===== config.mk =====
export PLATFORM = sky130hd
export DESIGN_NAME = drb_reset_bus_release
export DESIGN_NICKNAME = d
export VERILOG_FILES = /design/src/drb_pkg.sv /design/src/drb_reset_bus_release.sv /design/src/drb_sync.sv
export SDC_FILE = /design/constraint.sdc
export NUM_CORES = 1
export LEC_CHECK = 0
export BUFFER_PORTS_ARGS = -buffer_cell sky130_fd_sc_hd__buf_4
export CELL_PAD_IN_SITES_DETAIL_PLACEMENT = 1
export CELL_PAD_IN_SITES_GLOBAL_PLACEMENT = 1
export CORE_MARGIN = 2
export CORE_UTILIZATION = 36
export DETAILED_ROUTE_END_ITERATION = 8
export MAX_ROUTING_LAYER = met4
export PLACE_DENSITY_LB_ADDON = 0.1
export SLEW_MARGIN = 5
export SYNTH_ARGS = -nofsm -noshare
export SYNTH_HDL_FRONTEND = slang
export SYNTH_HIERARCHICAL = 1
export SYNTH_SLANG_ARGS = --single-unit

===== constraint.sdc =====
create_clock -name REF_CLK_I -period 1.6 [get_ports REF_CLK_I]
set_input_delay 0.32 -clock REF_CLK_I [delete_from_list [all_inputs] [get_ports REF_CLK_I]]
set_output_delay 0.32 -clock REF_CLK_I [all_outputs]
set_load 0.005 [all_outputs]

===== src/drb_pkg.sv =====
// Constants and types for the reset and bus release sequencer
// Functional notes
// - On reset the read and write strobes are first driven inactive high before they and the address bus float; the data bus floats already in that first cycle.
// - While reset is held, data bus, both strobes and address bus go to high impedance.
// - Address outputs and program counter clear to zero after the next full clock after reset.
// - Execution resumes from address zero one full clock after reset is released.
// - Reset passes a synchroniser, so response latency depends on where its edge falls.
// - Read and write strobes are never active in the same cycle.
package drb_pkg;
  localparam int          DATA_W      = 16;
  localparam int          ADDR_W      = 12;
  localparam int          MIN_RST_CYC = 5;
  localparam logic [11:0] PC_RESET    = 12'h000;
  localparam logic [15:0] DATA_RESET  = 16'h0000;

  // ************************************
  // Sequencer states
  // ************************************
  typedef enum logic [4:0] {
    ST_RUN     = 5'b00001,
    ST_STROBE  = 5'b00010,
    ST_FLOAT   = 5'b00100,
    ST_HOLD    = 5'b01000,
    ST_RELEASE = 5'b10000
  } drb_state_t;

  typedef struct packed {
    logic        rd_n;
    logic        wr_n;
    logic        strobe_oe;
    logic [11:0] addr;
    logic        addr_oe;
    logic [15:0] data;
    logic        data_oe;
  } drb_bus_t;
endpackage


===== src/drb_reset_bus_release.sv =====
// Reset sequencing of the external memory and I/O bus
`timescale 1ns/1ns
module drb_reset_bus_release
  import drb_pkg::*;
#(
  parameter int AW = ADDR_W,
  parameter int DW = DATA_W
) (
  input  wire logic          REF_CLK_I,
  input  wire logic          SRST_I,
  input  wire logic          CE_I,
  input  wire logic          RESET_IN_N_I,
  input  wire logic          MEMORY_MODE_SELECT_I,
  input  wire logic          RD_REQ_I,
  input  wire logic          WR_REQ_I,
  input  wire logic [DW-1:0] WR_DATA_I,
  output logic               CLOCK_OUT_O,
  output logic               RD_N_O,
  output logic               WR_N_O,
  output logic               STROBE_OE_O,
  output logic [AW-1:0]      ADDRESS_BUS_O,
  output logic               ADDRESS_BUS_OE_O,
  output logic [DW-1:0]      DATA_BUS_O,
  output logic               DATA_BUS_OE_O,
  output logic               MODE_LATCHED_O,
  output logic               RUN_O
);
  // ************************************
  // Reset input synchroniser
  // ************************************
  logic rst_n_sync;

  drb_sync u_sync (
    .clk_i   (REF_CLK_I),
    .ce_i    (CE_I),
    .srst_i  (SRST_I),
    .async_i (RESET_IN_N_I),
    .sync_o  (rst_n_sync)
  );

  // ************************************
  // Sequencer
  // ************************************
  drb_state_t    state_q, state_d;
  drb_bus_t      bus_q, bus_d;
  logic [AW-1:0] pc_q, pc_d;
  logic          clk_out_q, clk_out_d;
  logic          mode_q, mode_d;
  logic          run_q, run_d;

  function automatic logic [AW-1:0] pc_next(input logic [AW-1:0] pc);
    return pc + AW'(1);
  endfunction

  always_comb begin
    state_d   = state_q;
    bus_d     = bus_q;
    pc_d      = pc_q;
    clk_out_d = ~clk_out_q;
    mode_d    = mode_q;
    run_d     = run_q;
    unique case (state_q)
      ST_RUN: begin
        if (!rst_n_sync) begin
          // Strobes high while still driven, floating comes a cycle later
          bus_d.rd_n = 1'b1;
          bus_d.wr_n = 1'b1;
          bus_d.data_oe = 1'b0;
          run_d = 1'b0;
          state_d = ST_STROBE;
        end else begin
          // Read wins over write so strobes never overlap
          bus_d.rd_n    = ~RD_REQ_I;
          bus_d.wr_n    = ~(WR_REQ_I & ~RD_REQ_I);
          bus_d.data    = WR_DATA_I;
          bus_d.data_oe = WR_REQ_I & ~RD_REQ_I;
          bus_d.addr    = pc_q;
          pc_d          = pc_next(pc_q);
        end
      end
      ST_STROBE: begin
        bus_d.strobe_oe = 1'b0;
        bus_d.addr_oe   = 1'b0;
        bus_d.data_oe   = 1'b0;
        state_d = ST_FLOAT;
      end
      ST_FLOAT: begin
        // One full clock after the edge, address and counter clear
        pc_d       = PC_RESET;
        bus_d.addr = PC_RESET;
        bus_d.data = DATA_RESET;
        state_d    = ST_HOLD;
      end
      ST_HOLD: begin
        // Short pulses are tolerated, but the system must hold five clocks
        if (rst_n_sync) begin
          mode_d  = MEMORY_MODE_SELECT_I;
          bus_d.addr_oe = 1'b1;
          state_d = ST_RELEASE;
        end
      end
      ST_RELEASE: begin
        if (!rst_n_sync) begin
          bus_d.addr_oe = 1'b0;
          state_d = ST_HOLD;
        end else begin
          bus_d.strobe_oe = 1'b1;
          bus_d.addr      = PC_RESET;
          pc_d            = pc_next(PC_RESET);
          run_d           = 1'b1;
          state_d         = ST_RUN;
        end
      end
    endcase
    if (SRST_I) begin
      state_d   = ST_HOLD;
      bus_d     = '{rd_n: 1'b1, wr_n: 1'b1, strobe_oe: 1'b0, addr: PC_RESET,
                    addr_oe: 1'b0, data: DATA_RESET, data_oe: 1'b0};
      pc_d      = PC_RESET;
      clk_out_d = 1'b0;
      mode_d    = 1'b0;
      run_d     = 1'b0;
    end else if (!CE_I) begin
      state_d   = state_q;
      bus_d     = bus_q;
      pc_d      = pc_q;
      clk_out_d = clk_out_q;
      mode_d    = mode_q;
      run_d     = run_q;
    end
  end

  always_ff @(posedge REF_CLK_I) begin
    state_q   <= state_d;
    bus_q     <= bus_d;
    pc_q      <= pc_d;
    clk_out_q <= clk_out_d;
    mode_q    <= mode_d;
    run_q     <= run_d;
  end

  assign CLOCK_OUT_O      = clk_out_q;
  assign RD_N_O           = bus_q.rd_n;
  assign WR_N_O           = bus_q.wr_n;
  assign STROBE_OE_O      = bus_q.strobe_oe;
  assign ADDRESS_BUS_O    = bus_q.addr;
  assign ADDRESS_BUS_OE_O = bus_q.addr_oe;
  assign DATA_BUS_O       = bus_q.data;
  assign DATA_BUS_OE_O    = bus_q.data_oe;
  assign MODE_LATCHED_O   = mode_q;
  assign RUN_O            = run_q;
endmodule


===== src/drb_sync.sv =====
// Two-stage synchroniser for the reset input
`timescale 1ns/1ns
module drb_sync
  import drb_pkg::*;
(
  input  wire logic clk_i,
  input  wire logic ce_i,
  input  wire logic srst_i,
  input  wire logic async_i,
  output logic      sync_o
);
  logic meta_q;
  logic meta_d;
  logic sync_d;

  always_comb begin
    meta_d = meta_q;
    sync_d = sync_o;
    if (srst_i) begin
      // Preset to asserted, so a pin held low gives no false start
      meta_d = 1'b0;
      sync_d = 1'b0;
    end else if (ce_i) begin
      meta_d = async_i;
      sync_d = meta_q;
    end
  end

  always_ff @(posedge clk_i) begin
    meta_q <= meta_d;
    sync_o <= sync_d;
  end
endmodule


# Word level (Yosys, flattened, before mapping)
# Cells that the tools add are included.
# totals
regBits	55
output_inout_bits	36
# classes
addsub	1
n_eq_ne	10
mux	20
bitwise	4
reduce_logical	15
# ops
cell	count
one-hot mux 12 bit (3 select lines)	2
2-to-1 mux 12 bit	3
one-hot mux 16 bit (2 select lines)	1
one-hot mux 5 bit (5 select lines)	1
2-to-1 mux 16 bit	1
2-to-1 mux 13 bit	1
adder 12 x 1 -> 12 bit, second input constant	1
AND reduction 3 bit	4
AND reduction 4 bit	3
2-to-1 mux 5 bit	2
nonzero test 2 bit	4
!= test 2 x 1 -> 1 bit, second input constant	3
one-hot mux 1 bit (2 select lines)	3
nonzero test 3 bit	2
== test 5 x 1 -> 1 bit, second input constant	1
== test 5 x 2 -> 1 bit, second input constant	1
== test 5 x 3 -> 1 bit, second input constant	1
== test 5 x 4 -> 1 bit, second input constant	1
== test 5 bit, second input constant	1
2-to-1 mux 4 bit	1
!= test 2 bit, second input constant	2
AND reduction 2 bit	2
2-to-1 mux 1 bit	3
NOT 1 bit	3
3 further kinds	3

# Logic depth before layout (Yosys ltp)
# Gate-level depths: netlist of the first run.
# logic_depth
word_depth	4
mapped_depth	7

# Cells and area by module
# The synthesis of the first run kept the hierarchy.
# by_module_without_submodules
mod	instances	cells_each	area_each_um2	seq_area_each_um2
drb_reset_bus_release	1	297	2551.2	1061.0
drb_sync	1	6	67.6	40.0

# Worst setup path before layout of the first run
# OpenSTA, ideal clock, no wires.
# synth_path
kind	register -> register
from	reg state_q[0]
to	reg state_q[3]
setup_ns	0.122
arrival_time_ns	1.552
setup_slack_ns	-0.074
path_stages_with_launch	6
n_path_buf	1
path_cell_list	dfxtp_1 buf_6 or4b_4 o31ai_4 nor2_1 a221o_1
# synth_between
elab_chain_len	3
word_cells_on_any_way	9
classes_between	7 x eq/ne; 1 x mux; 1 x reduce/logical
# synth_rtl
item	line_no	source
start, declared	drb_reset_bus_release.sv:44	drb_state_t state_q, state_d;
start signal, assigned	drb_reset_bus_release.sv:134	state_q <= state_d;
== test 5 x 1 -> 1 bit / == test 5 x 4 -> 1 bit (equally long branches)	drb_reset_bus_release.sv:62	unique case (state_q)
!= test 2 bit (no line) / != test 2 x 1 -> 1 bit (equally long branches)	n/a	
AND reduction 3 bit (no line)	n/a	
# Parallel ways exist; a longest one is shown, timed or not.
# A chain may end at the register's enable or synchronous reset.

# Worst setup path after layout of the first run
# layout_path
from	reg state_q[3]
to	reg pc_q[4]
# layout_between
elab_chain_len	3
word_cells_on_any_way	8
classes_between	5 x eq/ne; 1 x mux; 2 x reduce/logical
# layout_rtl
item	line_no	source
== test 5 x 1 -> 1 bit, or another cell as far along	drb_reset_bus_release.sv:62	
!= test 2 x 1 -> 1 bit (no line) / nonzero test 3 bit (equally long branches)	n/a	
AND reduction 4 bit (no line)	n/a	
end signal, assigned	drb_reset_bus_release.sv:136	pc_q <= pc_d;
end, declared	drb_reset_bus_release.sv:46	logic [AW-1:0] pc_q, pc_d;
# Parallel ways exist; a longest one is shown, timed or not.

==> impl_metrics.prom, run 1 <==
# TYPE chip_impl_metric gauge
chip_impl_metric{name="post-route-min-period",unit="ns"} 1.643
chip_impl_metric{name="final.setup.tns",unit="ns"} -0.1079
chip_impl_metric{name="setup_viol",unit=""} 5
chip_impl_metric{name="route.vias.total",unit=""} 2559
chip_impl_metric{name="clock-sinks",unit=""} 55
chip_impl_metric{name="final_area",unit="mm²"} 0.003598
chip_impl_metric{name="io_pins",unit=""} 59
chip_impl_metric{name="dieWidth",unit="µm"} 89.29
chip_impl_metric{name="floorplan.rows",unit=""} 31
chip_impl_metric{name="clock_skew",unit="ns"} 0.006102
chip_impl_metric{name="die_height",unit="µm"} 89.29
chip_impl_metric{name="cts_htree_levels",unit=""} 2
chip_impl_metric{name="critical_path_buffers_and_inverters",unit=""} 2
chip_impl_metric{name="worstPathMaxFanout",unit=""} 5
chip_impl_metric{name="antenna_found_initial",unit=""} 0
chip_impl_metric{name="grt_pass1_vias",unit=""} 2527
chip_impl_info{name="outcome",value="complete, but fails checks"} 1
chip_impl_metric{name="crit_path_setup_slack_layout",unit="ns"} -0.04285
chip_impl_info{name="cell_with_the_biggest_individual_delay_on_the_critical_path",value="dfxtp_1"} 1
chip_impl_metric{name="synth_nets",unit=""} 327
chip_impl_metric{name="layout.core_utilization",unit=""} 0.5042
chip_impl_metric{name="yosysWarningCount",unit=""} 6
chip_impl_metric{name="cell_leakage_power",unit="nW"} 1.527
chip_impl_metric{name="routed_wire_length_per_instance",unit="µm"} 15.75
chip_impl_info{name="clock_tree_from_tritoncts",value="yes"} 1
chip_impl_metric{name="post-route-period-util",unit=""} 1.027
chip_impl_metric{name="power.combinational.fraction",unit=""} 0.098
chip_impl_metric{name="area_of_the_die",unit="mm²"} 0.007973
chip_impl_metric{name="internal_power",unit="mW"} 1.789
chip_impl_metric{name="seq_area_frac_synth",unit=""} 0.4204
chip_impl_metric{name="worst_ep_required_time",unit="ns"} 1.79
chip_impl_metric{name="cellPowerDensity",unit="mW/mm²"} 666.4
chip_impl_metric{name="clock_tree.buffer_depth",unit=""} 2
chip_impl_metric{name="power.share.sequential",unit=""} 0.577
chip_impl_metric{name="postSynthAreaPerCell",unit="µm²"} 8.643
chip_impl_info{name="setup.worst_path.class",value="register to register"} 1
chip_impl_info{name="highest-signal-layer",value="met4"} 1
chip_impl_metric{name="pin_slew_with_the_least_headroom_to_its_limit",unit="ns"} 0.3905
chip_impl_metric{name="clkLatencyLatePin",unit="ns"} 0.31
chip_impl_metric{name="drtAntennaViolNets",unit=""} 0
chip_impl_metric{name="final.hold.worst_slack",unit="ns"} 0.2434
chip_impl_metric{name="slew_viol_final",unit=""} 0
chip_impl_metric{name="nNetsFinal",unit=""} 411
chip_impl_metric{name="syn_to_final_growth",unit="%"} 37.41
chip_impl_metric{name="drt_iter0_drc",unit=""} 62
chip_impl_metric{name="fraction_of_final_layout_cells_sized_beyond_drive_strength_1",unit=""} 0.3557
chip_impl_metric{name="fmax",unit="MHz"} 608.7
chip_impl_info{name="critPathCaptureType",value="register"} 1
chip_impl_info{name="crit_path_start_kind",value="register"} 1
chip_impl_metric{name="num_antenna_cells",unit=""} 0
chip_impl_metric{name="grtUsageTotal",unit=""} 0.1991
chip_impl_metric{name="detailed_place.area",unit="mm²"} 0.003418
chip_impl_metric{name="arrival",unit="ns"} 1.83
chip_impl_metric{name="via_per_inst",unit=""} 5.255
chip_impl_metric{name="wl_met1",unit="µm"} 3617
chip_impl_metric{name="met3RoutedLength",unit="µm"} 298
chip_impl_metric{name="synth_cells",unit=""} 303
chip_impl_metric{name="dp_slack",unit="ns"} -0.07109
chip_impl_metric{name="finalWeightedCongestion",unit=""} 0.8169
chip_impl_metric{name="postSynth.asyncResetShare",unit=""} 0
chip_impl_metric{name="met2WireLength",unit="µm"} 3699
chip_impl_metric{name="multiInputGateArea",unit="mm²"} 0.001418
chip_impl_metric{name="detail_route.drc_violations",unit=""} 0
chip_impl_metric{name="drt-pass1-iter-count",unit=""} 4
chip_impl_metric{name="io_buffers",unit=""} 58
chip_impl_metric{name="synth.distinct_cells",unit=""} 49
chip_impl_metric{name="sequential_cell_area",unit="mm²"} 0.001111
chip_impl_metric{name="grt_overflow_total",unit=""} 0
chip_impl_metric{name="grt_first_pass_wirelength",unit="µm"} 12180
chip_impl_metric{name="layoutNonFillerInstCount",unit=""} 487
chip_impl_info{name="grt_setup_unrepaired",value="yes"} 1
chip_impl_metric{name="postSynthRegisterBits",unit=""} 55
chip_impl_metric{name="core_area",unit="mm²"} 0.007137
chip_impl_metric{name="power_switching",unit="mW"} 0.6091
chip_impl_metric{name="timing.max_cap.violations",unit=""} 0
chip_impl_info{name="cts_root_buf",value="clkbuf_8"} 1
chip_impl_info{name="failed_checks",value="setup timing"} 1
chip_impl_metric{name="fillCellCount",unit=""} 889
chip_impl_info{name="holdCritPathClass",value="input pin to register"} 1
chip_impl_metric{name="clkSlewWorstSetupHoldPaths",unit="ns"} 0.10
chip_impl_metric{name="hpwl",unit="µm"} 5398
chip_impl_metric{name="vdd_drop_max",unit="V"} 0.0002750
chip_impl_metric{name="relative_slew_margins",unit=""} 0.7364
chip_impl_metric{name="clock_power_share",unit=""} 0.325
chip_impl_info{name="timing.critical_path.max_delay_family",value="compound AO/OA/AOI/OAI gates"} 1
chip_impl_metric{name="finalHoldViolations",unit=""} 0
chip_impl_metric{name="post-cts-setup-buffer-count",unit=""} 0
chip_impl_metric{name="synth-edff-count",unit=""} 0
chip_impl_info{name="crit_chain",value="buf_4 -> nor3_4 -> buf_6 -> a21oi_1 -> o311ai_0 -> o41ai_1"} 1
chip_impl_metric{name="dpl.cell_count",unit=""} 479
chip_impl_info{name="synth_ff_type",value="dfxtp_1"} 1
chip_impl_metric{name="design_power_total",unit="mW"} 2.398
chip_impl_metric{name="crit_path_max_incr_delay",unit="ns"} 0.36
chip_impl_metric{name="grt_start_max_net_pins",unit=""} 25
chip_impl_metric{name="cts_inserted_buffers",unit=""} 5
chip_impl_metric{name="power.switching_fraction",unit=""} 0.2540
chip_impl_metric{name="drt_wl_total",unit="µm"} 7670
chip_impl_metric{name="post_synth_instance_area",unit="mm²"} 0.002619
chip_impl_metric{name="start_util",unit=""} 0.3669
## power groups by stage
stage               clock network [mW]  registers (mW)  logic (mW)
floorplan                            0            1.41       0.109
global placement                     0            1.42       0.223
detailed placement                   0            1.42       0.226
CTS                              0.812            1.39       0.230
global route                     0.860            1.39       0.257
finish                           0.780            1.38       0.235
## cells in the final DEF, fill, tap and decap left out, types with 6 or more instances in the layout
cell type    n
nand3_1      8
or3_1        6
nand2_1     39
nand4_1     17
mux2i_1     20
inv_1       10
o21ai_0     18
nor2_1      12
dfxtp_1     51
a21oi_1     22
buf_4      100
## path summary, 6_finish.rpt
check / from / endpoint / slack [ns] / cells after the start
worst min register to register: DATA_BUS_O[9]$_SDFFE_PP0P_ / DATA_BUS_O[9]$_SDFFE_PP0P_ / 0.46 / 2
worst min-delay path: RESET_IN_N_I / u_sync/meta_q$_SDFFE_PP0P_ / 0.24 / 3
worst max-delay path: state_q[3]$_SDFFE_PP1P_ / pc_q[4]$_SDFFE_PP0P_ / -0.04 / 6
worst max register to register: state_q[3]$_SDFFE_PP1P_ / pc_q[4]$_SDFFE_PP0P_ / -0.04 / 6
## layout make-up
cell class              count  area share
inverters                  10     0.01043
flip-flops and latches     55      0.3088
multi-input cells         210      0.3940
clock buffers               5     0.01912
well taps                  99     0.03442
repair buffers            105      0.2291
clock inverters             3    0.004172
## worst reg2reg max path, delay by kind of cell, from the launching register on
kind,cells,cell delay (ns)
AOI/OAI and AO/OA,3,0.57
and+or+nand+nor,1,0.28
DFF,1,0.36
buffers and inverters,2,0.32
## logic make-up after synthesis
group	after synthesis	share of synthesized area
buffers and inverters	38	0.06689
AO/OA/AOI/OAI	74	0.1906
multiplexers	21	0.08027
adder cells (fa/ha/maj)	1	0.004777
AND/OR/NAND/NOR	111	0.2269
XOR/XNOR	3	0.01004
flip-flops	55	0.4205
## state kept, by name, summed over array words and instances (netlist names), 5 cells and up
register	flops
ADDRESS_BUS_O	12
DATA_BUS_O	16
pc_q	12
state_q	5
## routing by layer
layer | GRT usage | up-vias
li1 | - | 1267
met1 | 0.2625 | 1243
met2 | 0.3205 | 44
met3 | 0.03786 | 5
met4 | 0.03935 | 0
met5 | - | -
## cells in the mapped netlist, types with 5 or more instances
cell	instances	area, µm²
a211oi_1	5	37.54
a21oi_1	22	110.1
clkbuf_1	15	56.30
dfxtp_1	55	1101
inv_1	10	37.54
mux2i_1	21	210.2
nand2_1	39	146.4
nand3_1	8	40.04
nand4_1	17	106.4
nor2_1	12	45.04
o21ai_0	18	90.09
o32ai_1	5	43.79
o41ai_1	5	43.79
or3_1	6	37.54
## repair_timing
action | 4_1_cts | 5_1_grt
pin swaps | 0 | 1
resized for setup | 9 | 18
setup endpoints to repair | 47 | 33
hold buffers | 0 | 0
Note: power is estimated with default switching activity, not from simulation.
==> run 2, diff against run 1 <==
Settings changed: ABC_CLOCK_PERIOD_IN_PS set to 1600, GPL_TIMING_DRIVEN set to 0.
==> impl_metrics.prom, run 2 (synthesis results as in run 1) <==
# TYPE chip_impl_metric gauge
chip_impl_metric{name="crit_path_setup_slack_layout",unit="ns"} -0.1078
chip_impl_metric{name="grt_pass1_vias",unit=""} 2483
chip_impl_info{name="cts_root_buf",value="clkbuf_8"} 1
chip_impl_metric{name="dieWidth",unit="µm"} 89.29
chip_impl_metric{name="post-route-period-util",unit=""} 1.067
chip_impl_metric{name="route.vias.total",unit=""} 2625
chip_impl_info{name="outcome",value="complete, but fails checks"} 1
chip_impl_metric{name="syn_to_final_growth",unit="%"} 42.33
chip_impl_metric{name="cts_htree_levels",unit=""} 2
chip_impl_metric{name="detail_route.drc_violations",unit=""} 0
chip_impl_info{name="failed_checks",value="setup timing"} 1
chip_impl_metric{name="largest_reg_flops",unit=""} 16
chip_impl_info{name="layout_commonest_cell",value="buf_4"} 1
chip_impl_metric{name="clock_skew",unit="ns"} 0.01442
chip_impl_metric{name="clock_tree.buffer_depth",unit=""} 2
chip_impl_metric{name="floorplan.rows",unit=""} 31
chip_impl_info{name="crit_path_start_kind",value="register"} 1
chip_impl_metric{name="design_power_total",unit="mW"} 2.620
chip_impl_metric{name="fmax",unit="MHz"} 585.6
chip_impl_info{name="r2r_start",value="state_q[1]$_SDFFE_PP0P_"} 1
chip_impl_metric{name="drt_iter0_drc",unit=""} 79
chip_impl_info{name="clock_tree_from_tritoncts",value="yes"} 1
chip_impl_metric{name="fillCellCount",unit=""} 873
chip_impl_metric{name="start_util",unit=""} 0.3669
chip_impl_metric{name="vdd_drop_max",unit="V"} 0.0003095
chip_impl_metric{name="setup_viol",unit=""} 25
chip_impl_metric{name="clkSlewWorstSetupHoldPaths",unit="ns"} 0.11
chip_impl_metric{name="arrival",unit="ns"} 1.93
chip_impl_metric{name="io_pins",unit=""} 59
chip_impl_metric{name="clock-sinks",unit=""} 55
chip_impl_info{name="critPathCaptureType",value="register"} 1
chip_impl_metric{name="num_antenna_cells",unit=""} 0
chip_impl_metric{name="finalHoldViolations",unit=""} 0
chip_impl_metric{name="slew_viol_final",unit=""} 0
chip_impl_metric{name="worstPathMaxFanout",unit=""} 9
chip_impl_metric{name="timing.max_cap.violations",unit=""} 0
chip_impl_metric{name="min_delay_path_depth",unit=""} 2
chip_impl_info{name="mostFrequentLayoutCells",value="buf_4, dfxtp_1, nand2_1"} 1
chip_impl_info{name="setup.worst_path.class",value="register to register"} 1
chip_impl_metric{name="drtAntennaViolNets",unit=""} 0
chip_impl_metric{name="area_of_the_die",unit="mm²"} 0.007973
chip_impl_metric{name="worstRegToRegCells",unit=""} 5
chip_impl_metric{name="hpwl",unit="µm"} 5341
chip_impl_metric{name="cell_leakage_power",unit="nW"} 1.539
chip_impl_metric{name="die_height",unit="µm"} 89.29
chip_impl_metric{name="fraction_of_final_layout_cells_sized_beyond_drive_strength_1",unit=""} 0.3756
chip_impl_metric{name="drt_wl_total",unit="µm"} 8057
chip_impl_metric{name="grt_overflow_total",unit=""} 0
chip_impl_metric{name="post-route-min-period",unit="ns"} 1.708
chip_impl_info{name="grt_setup_unrepaired",value="yes"} 1
chip_impl_metric{name="core_area",unit="mm²"} 0.007137
chip_impl_metric{name="pin_slew_with_the_least_headroom_to_its_limit",unit="ns"} 0.6043
chip_impl_metric{name="nNetsFinal",unit=""} 409
chip_impl_metric{name="layout.core_utilization",unit=""} 0.5223
chip_impl_info{name="timing.hold.worst.start",value="SRST_I"} 1
chip_impl_metric{name="relative_slew_margins",unit=""} 0.5971
chip_impl_metric{name="io_buffers",unit=""} 58
chip_impl_metric{name="routed_wire_length_per_instance",unit="µm"} 16.61
chip_impl_metric{name="grt_first_pass_wirelength",unit="µm"} 12570
chip_impl_metric{name="grtUsageTotal",unit=""} 0.2107
chip_impl_metric{name="grt_start_max_net_pins",unit=""} 18
chip_impl_info{name="hold_end",value="u_sync/sync_o$_SDFFE_PP0P_"} 1
chip_impl_metric{name="worst_ep_required_time",unit="ns"} 1.82
chip_impl_metric{name="clkLatencyLatePin",unit="ns"} 0.32
chip_impl_metric{name="r2r_setup_slack",unit="ns"} -0.11
chip_impl_metric{name="drt-pass1-iter-count",unit=""} 4
chip_impl_metric{name="cts_inserted_buffers",unit=""} 5
chip_impl_info{name="holdCritPathClass",value="input pin to register"} 1
chip_impl_metric{name="cellPowerDensity",unit="mW/mm²"} 702.9
chip_impl_metric{name="antenna_found_initial",unit=""} 0
chip_impl_info{name="endpoint_of_the_worst_slack_reg_to_reg_timing_path",value="state_q[3]$_SDFFE_PP1P_"} 1
chip_impl_metric{name="via_per_inst",unit=""} 5.412
chip_impl_metric{name="finalWeightedCongestion",unit=""} 0.8024
run 2: cell types whose count changed in the layout (fill, tap and decap cells not counted), moves of 4 or more:
cell	previous run	this run
a21oi_1	22	17
a21oi_2	0	4
buf_4	100	76
buf_6	3	10
clkbuf_1	0	5
clkbuf_2	0	6
run 2: power by group:
part | total [mW] | switching [mW] | leakage [nW] | internal, mW
Combinational | 0.262 | 0.144 | 1.03 | 0.118
Sequential | 1.38 | 0.00622 | 0.447 | 1.37
Clock | 0.977 | 0.509 | 0.0581 | 0.468
run 2: repair_timing:
item / CTS / global route
cloned: 2 / 1
gates resized for setup: 47 / 43
pin swaps: 14 / 20
endpoints found under the setup margin: 48 / 51
hold buffers: 0 / 0
setup buffers: 15 / 4
run 2: per-stage QoR:
step	setup TNS [ns]	std cells	worst slack [ns]	hold WS (ns)	instance area [µm²]
after floorplan	-0.08497	303	-0.07418	0.3924	2619
after global placement	-14.74	460	-0.4390	0.4440	3178
after detailed placement	-14.64	460	-0.4456	0.4560	3178
after CTS	-2.167	483	-0.1560	0.1692	3598
after global routing	-3.536	485	-0.1568	0.1525	3727
final	-0.7400	485	-0.1078	0.1636	3727
run 2: critical path: stages (launching register included):
cell and delay [ns]:
dfxtp_2 0.33, buf_8 0.13, or4b_4 0.53, o31ai_4 0.23
nor2_1 0.08, a221o_1 0.31
run 2: worst max-delay path by stage:
stage / start / end / slack [ns]
finish: state_q[1]$_SDFFE_PP0P_ / state_q[3]$_SDFFE_PP1P_ / -0.11
global route: state_q[1]$_SDFFE_PP0P_ / state_q[3]$_SDFFE_PP1P_ / -0.16
CTS: state_q[0]$_SDFFE_PP0P_ / state_q[3]$_SDFFE_PP1P_ / -0.16
detailed placement: CE_I / pc_q[5]$_SDFFE_PP0P_ / -0.45
global placement: CE_I / pc_q[5]$_SDFFE_PP0P_ / -0.44
floorplan: state_q[0]$_SDFFE_PP0P_ / state_q[3]$_SDFFE_PP1P_ / -0.07
run 2: final cells by class:
class,count,area [µm²],area share
multi-input combinational,211,1556,0.4176
sequential,55,1112,0.2984
timing repair buffer,79,611.8,0.1641
buffer,23,172.7,0.04632
tap,99,123.9,0.03323
clock buffer,5,68.82,0.01846
clock inverter,3,43.79,0.01175
inverter,10,37.54,0.01007
run 2: per-layer routing:
layer  track usage  share of wire  vias to the layer above
met5             -              0                        -
met4       0.05970          0.017                        0
met3       0.03416          0.027                       11
met2        0.3313           0.49                       41
met1        0.2806           0.46                     1297
li1              -              -                     1276
==> run 3, diff against run 2 <==
Settings changed: CORE_UTILIZATION 36 to 30, REMOVE_ABC_BUFFERS set to 1.
==> impl_metrics.prom, run 3 (synthesis results as in run 1) <==
# TYPE chip_impl_metric gauge
chip_impl_metric{name="fraction_of_final_layout_cells_sized_beyond_drive_strength_1",unit=""} 0.4473
chip_impl_metric{name="met2WireLength",unit="µm"} 4315
chip_impl_metric{name="clock_skew",unit="ns"} 0.005493
chip_impl_metric{name="hpwl",unit="µm"} 4579
chip_impl_metric{name="timing.max_cap.violations",unit=""} 0
chip_impl_metric{name="area_of_the_die",unit="mm²"} 0.009493
chip_impl_metric{name="pin_slew_with_the_least_headroom_to_its_limit",unit="ns"} 0.9906
chip_impl_metric{name="relative_slew_margins",unit=""} 0.3388
chip_impl_info{name="critPathCaptureType",value="register"} 1
chip_impl_metric{name="grt_start_max_net_pins",unit=""} 47
chip_impl_metric{name="io_buffers",unit=""} 58
chip_impl_metric{name="fmax",unit="MHz"} 579.8
chip_impl_metric{name="design_power_total",unit="mW"} 2.798
chip_impl_metric{name="nNetsFinal",unit=""} 412
chip_impl_info{name="clock_tree_from_tritoncts",value="yes"} 1
chip_impl_metric{name="grt_pass1_vias",unit=""} 2635
chip_impl_metric{name="finalWeightedCongestion",unit=""} 0.6975
chip_impl_metric{name="setup_viol",unit=""} 26
chip_impl_metric{name="die_height",unit="µm"} 97.43
chip_impl_metric{name="wl_met1",unit="µm"} 4056
chip_impl_metric{name="largest_reg_flops",unit=""} 16
chip_impl_metric{name="multiInputGateArea",unit="mm²"} 0.001774
chip_impl_metric{name="drt_wl_total",unit="µm"} 8844
chip_impl_metric{name="worstPathMaxFanout",unit=""} 5
chip_impl_metric{name="crit_path_max_incr_delay",unit="ns"} 0.58
chip_impl_metric{name="fillCellCount",unit=""} 995
chip_impl_metric{name="sequential_cell_area",unit="mm²"} 0.001130
chip_impl_metric{name="arrival",unit="ns"} 1.94
chip_impl_info{name="crit_chain",value="or4b_4 -> o31ai_4 -> nor2_1 -> a221o_1"} 1
chip_impl_metric{name="power_switching",unit="mW"} 0.6693
chip_impl_metric{name="r2r_setup_slack",unit="ns"} -0.12
chip_impl_metric{name="core_area",unit="mm²"} 0.008593
chip_impl_metric{name="detail_route.drc_violations",unit=""} 0
chip_impl_metric{name="drt_iter0_drc",unit=""} 69
chip_impl_metric{name="finalHoldViolations",unit=""} 0
chip_impl_metric{name="slew_viol_final",unit=""} 0
chip_impl_metric{name="clkLatencyLatePin",unit="ns"} 0.32
chip_impl_metric{name="via_per_inst",unit=""} 5.406
chip_impl_metric{name="internal_power",unit="mW"} 2.128
chip_impl_info{name="holdCritPathClass",value="input pin to register"} 1
chip_impl_metric{name="layoutNonFillerInstCount",unit=""} 497
chip_impl_metric{name="io_pins",unit=""} 59
chip_impl_metric{name="route.vias.total",unit=""} 2687
chip_impl_metric{name="power.combinational.fraction",unit=""} 0.103
chip_impl_info{name="layout_commonest_cell",value="buf_4"} 1
chip_impl_info{name="timing.critical_path.max_delay_family",value="simple AND/OR/NAND/NOR gates"} 1
chip_impl_info{name="setup.worst_path.class",value="register to register"} 1
chip_impl_info{name="highest-signal-layer",value="met4"} 1
chip_impl_metric{name="dieWidth",unit="µm"} 97.43
chip_impl_info{name="cell_with_the_biggest_individual_delay_on_the_critical_path",value="or4b_4"} 1
chip_impl_info{name="grt_setup_unrepaired",value="yes"} 1
chip_impl_info{name="cts_root_buf",value="clkbuf_8"} 1
chip_impl_metric{name="power.share.sequential",unit=""} 0.495
chip_impl_metric{name="grt_overflow_total",unit=""} 0
chip_impl_metric{name="grt_first_pass_wirelength",unit="µm"} 13440
chip_impl_metric{name="clkSlewWorstSetupHoldPaths",unit="ns"} 0.10
chip_impl_metric{name="dpl.cell_count",unit=""} 442
chip_impl_metric{name="vdd_drop_max",unit="V"} 0.0005207
chip_impl_metric{name="min_delay_path_depth",unit=""} 3
chip_impl_metric{name="met3RoutedLength",unit="µm"} 335
chip_impl_info{name="endpoint_of_the_worst_slack_reg_to_reg_timing_path",value="state_q[3]$_SDFFE_PP1P_"} 1
chip_impl_metric{name="crit_path_setup_slack_layout",unit="ns"} -0.1248
chip_impl_metric{name="num_antenna_cells",unit=""} 0
chip_impl_metric{name="floorplan.rows",unit=""} 34
chip_impl_metric{name="clock_power_share",unit=""} 0.402
chip_impl_metric{name="power.switching_fraction",unit=""} 0.2393
chip_impl_info{name="failed_checks",value="setup timing"} 1
chip_impl_metric{name="grtUsageTotal",unit=""} 0.1743
chip_impl_metric{name="cell_leakage_power",unit="nW"} 1.617
chip_impl_info{name="hold_end",value="u_sync/meta_q$_SDFFE_PP0P_"} 1
chip_impl_metric{name="cts_inserted_buffers",unit=""} 5
chip_impl_metric{name="start_util",unit=""} 0.3047
chip_impl_metric{name="post-route-period-util",unit=""} 1.078
chip_impl_metric{name="drt-pass1-iter-count",unit=""} 4
chip_impl_metric{name="routed_wire_length_per_instance",unit="µm"} 17.79
chip_impl_info{name="r2r_start",value="state_q[1]$_SDFFE_PP0P_"} 1
chip_impl_metric{name="worst_ep_required_time",unit="ns"} 1.82
chip_impl_metric{name="drtAntennaViolNets",unit=""} 0
chip_impl_metric{name="clock_tree.buffer_depth",unit=""} 2
chip_impl_info{name="outcome",value="complete, but fails checks"} 1
chip_impl_metric{name="cellPowerDensity",unit="mW/mm²"} 684.6
chip_impl_metric{name="clock-sinks",unit=""} 55
chip_impl_metric{name="post-route-min-period",unit="ns"} 1.725
chip_impl_metric{name="syn_to_final_growth",unit="%"} 56.04
chip_impl_metric{name="cts_htree_levels",unit=""} 2
chip_impl_metric{name="critical_path_buffers_and_inverters",unit=""} 0
chip_impl_metric{name="antenna_found_initial",unit=""} 0
chip_impl_info{name="timing.hold.worst.start",value="RESET_IN_N_I"} 1
chip_impl_metric{name="worstRegToRegCells",unit=""} 4
chip_impl_info{name="crit_path_start_kind",value="register"} 1
chip_impl_info{name="mostFrequentLayoutCells",value="buf_4, dfxtp_1, nand2_1"} 1
[run 3: cell count changes in the layout (fill, tap and decap cells not counted), moves of 5 or more]
cell / delta
buf_12: +6
buf_4: +12
clkbuf_1: -5
clkbuf_2: -6
dfxtp_1: -6
o311ai_4: +5
[run 3: area by class of cell]
cell class              instances  share of cell area
multi-input cells             215              0.4342
flip-flops and latches         55              0.2765
repair buffers                101              0.2137
well taps                     108             0.03307
clock buffers                   5             0.01684
clock inverters                 3             0.01653
inverters                      10            0.009186
[run 3: tightest hold or removal path: cells and delay by family]
kind	cells	cell delay [ns]
and+or+nand+nor	1	0.07
muxes	1	0.05
buffers and inverters	1	0.08
[run 3: what timing repair did]
| action | in CTS | in global routing |
|---|---|---|
| gates resized for setup | 45 | 57 |
| pin swaps | 13 | 17 |
| setup endpoints to repair | 48 | 40 |
| hold buffers | 0 | 0 |
| cloned | 3 | 3 |
| setup buffers | 20 | 21 |
[run 3: power groups by stage]
stage	logic (mW)	clock network [mW]	registers, mW
floorplan	0.0760	0	1.42
CTS	0.203	1.15	1.39
global placement	0.173	0	1.42
detailed placement	0.179	0	1.43
finish	0.289	1.12	1.38
global route	0.312	1.21	1.39
[run 3: through the flow]
step,setup slack [ns],instance area (µm²),utilization,hold slack (ns),TNS (ns)
after floorplan,-0.4110,2481,-,0.3891,-11.98
after global placement,-1.584,3052,0.3551,0.4451,-40.05
after detailed placement,-0.7905,3078,0.3582,0.4584,-27.45
after CTS,-0.07603,3571,0.4156,0.2305,-0.3015
after global routing,-0.1712,4086,0.4755,0.2313,-3.251
final,-0.1248,4086,0.4755,0.2309,-0.8997
[run 3: routing by layer]
metal  GRT usage  vias up
met1      0.2285     1309
met4     0.03953        0
met3     0.03022       16
li1            -     1292
met5           -        -
met2      0.2828       70
[run 3: worst max path at each step]
| stage | from | depth (start not counted) | slack [ns] | endpoint |
|---|---|---|---|---|
| 2_1_floorplan | state_q[1]$_SDFFE_PP0P_ | 3 | -0.41 | pc_q[4]$_SDFFE_PP0P_ |
| 3_3_place_gp | CE_I | 5 | -1.58 | pc_q[5]$_SDFFE_PP0P_ |
| 3_5_place_dp | state_q[4]$_SDFFE_PP0P_ | 4 | -0.79 | pc_q[5]$_SDFFE_PP0P_ |
| 4_1_cts | state_q[1]$_SDFFE_PP0P_ | 4 | -0.08 | state_q[3]$_SDFFE_PP1P_ |
| 5_1_grt | state_q[1]$_SDFFE_PP0P_ | 4 | -0.17 | state_q[3]$_SDFFE_PP1P_ |
| 6_report | state_q[1]$_SDFFE_PP0P_ | 4 | -0.12 | state_q[3]$_SDFFE_PP1P_ |
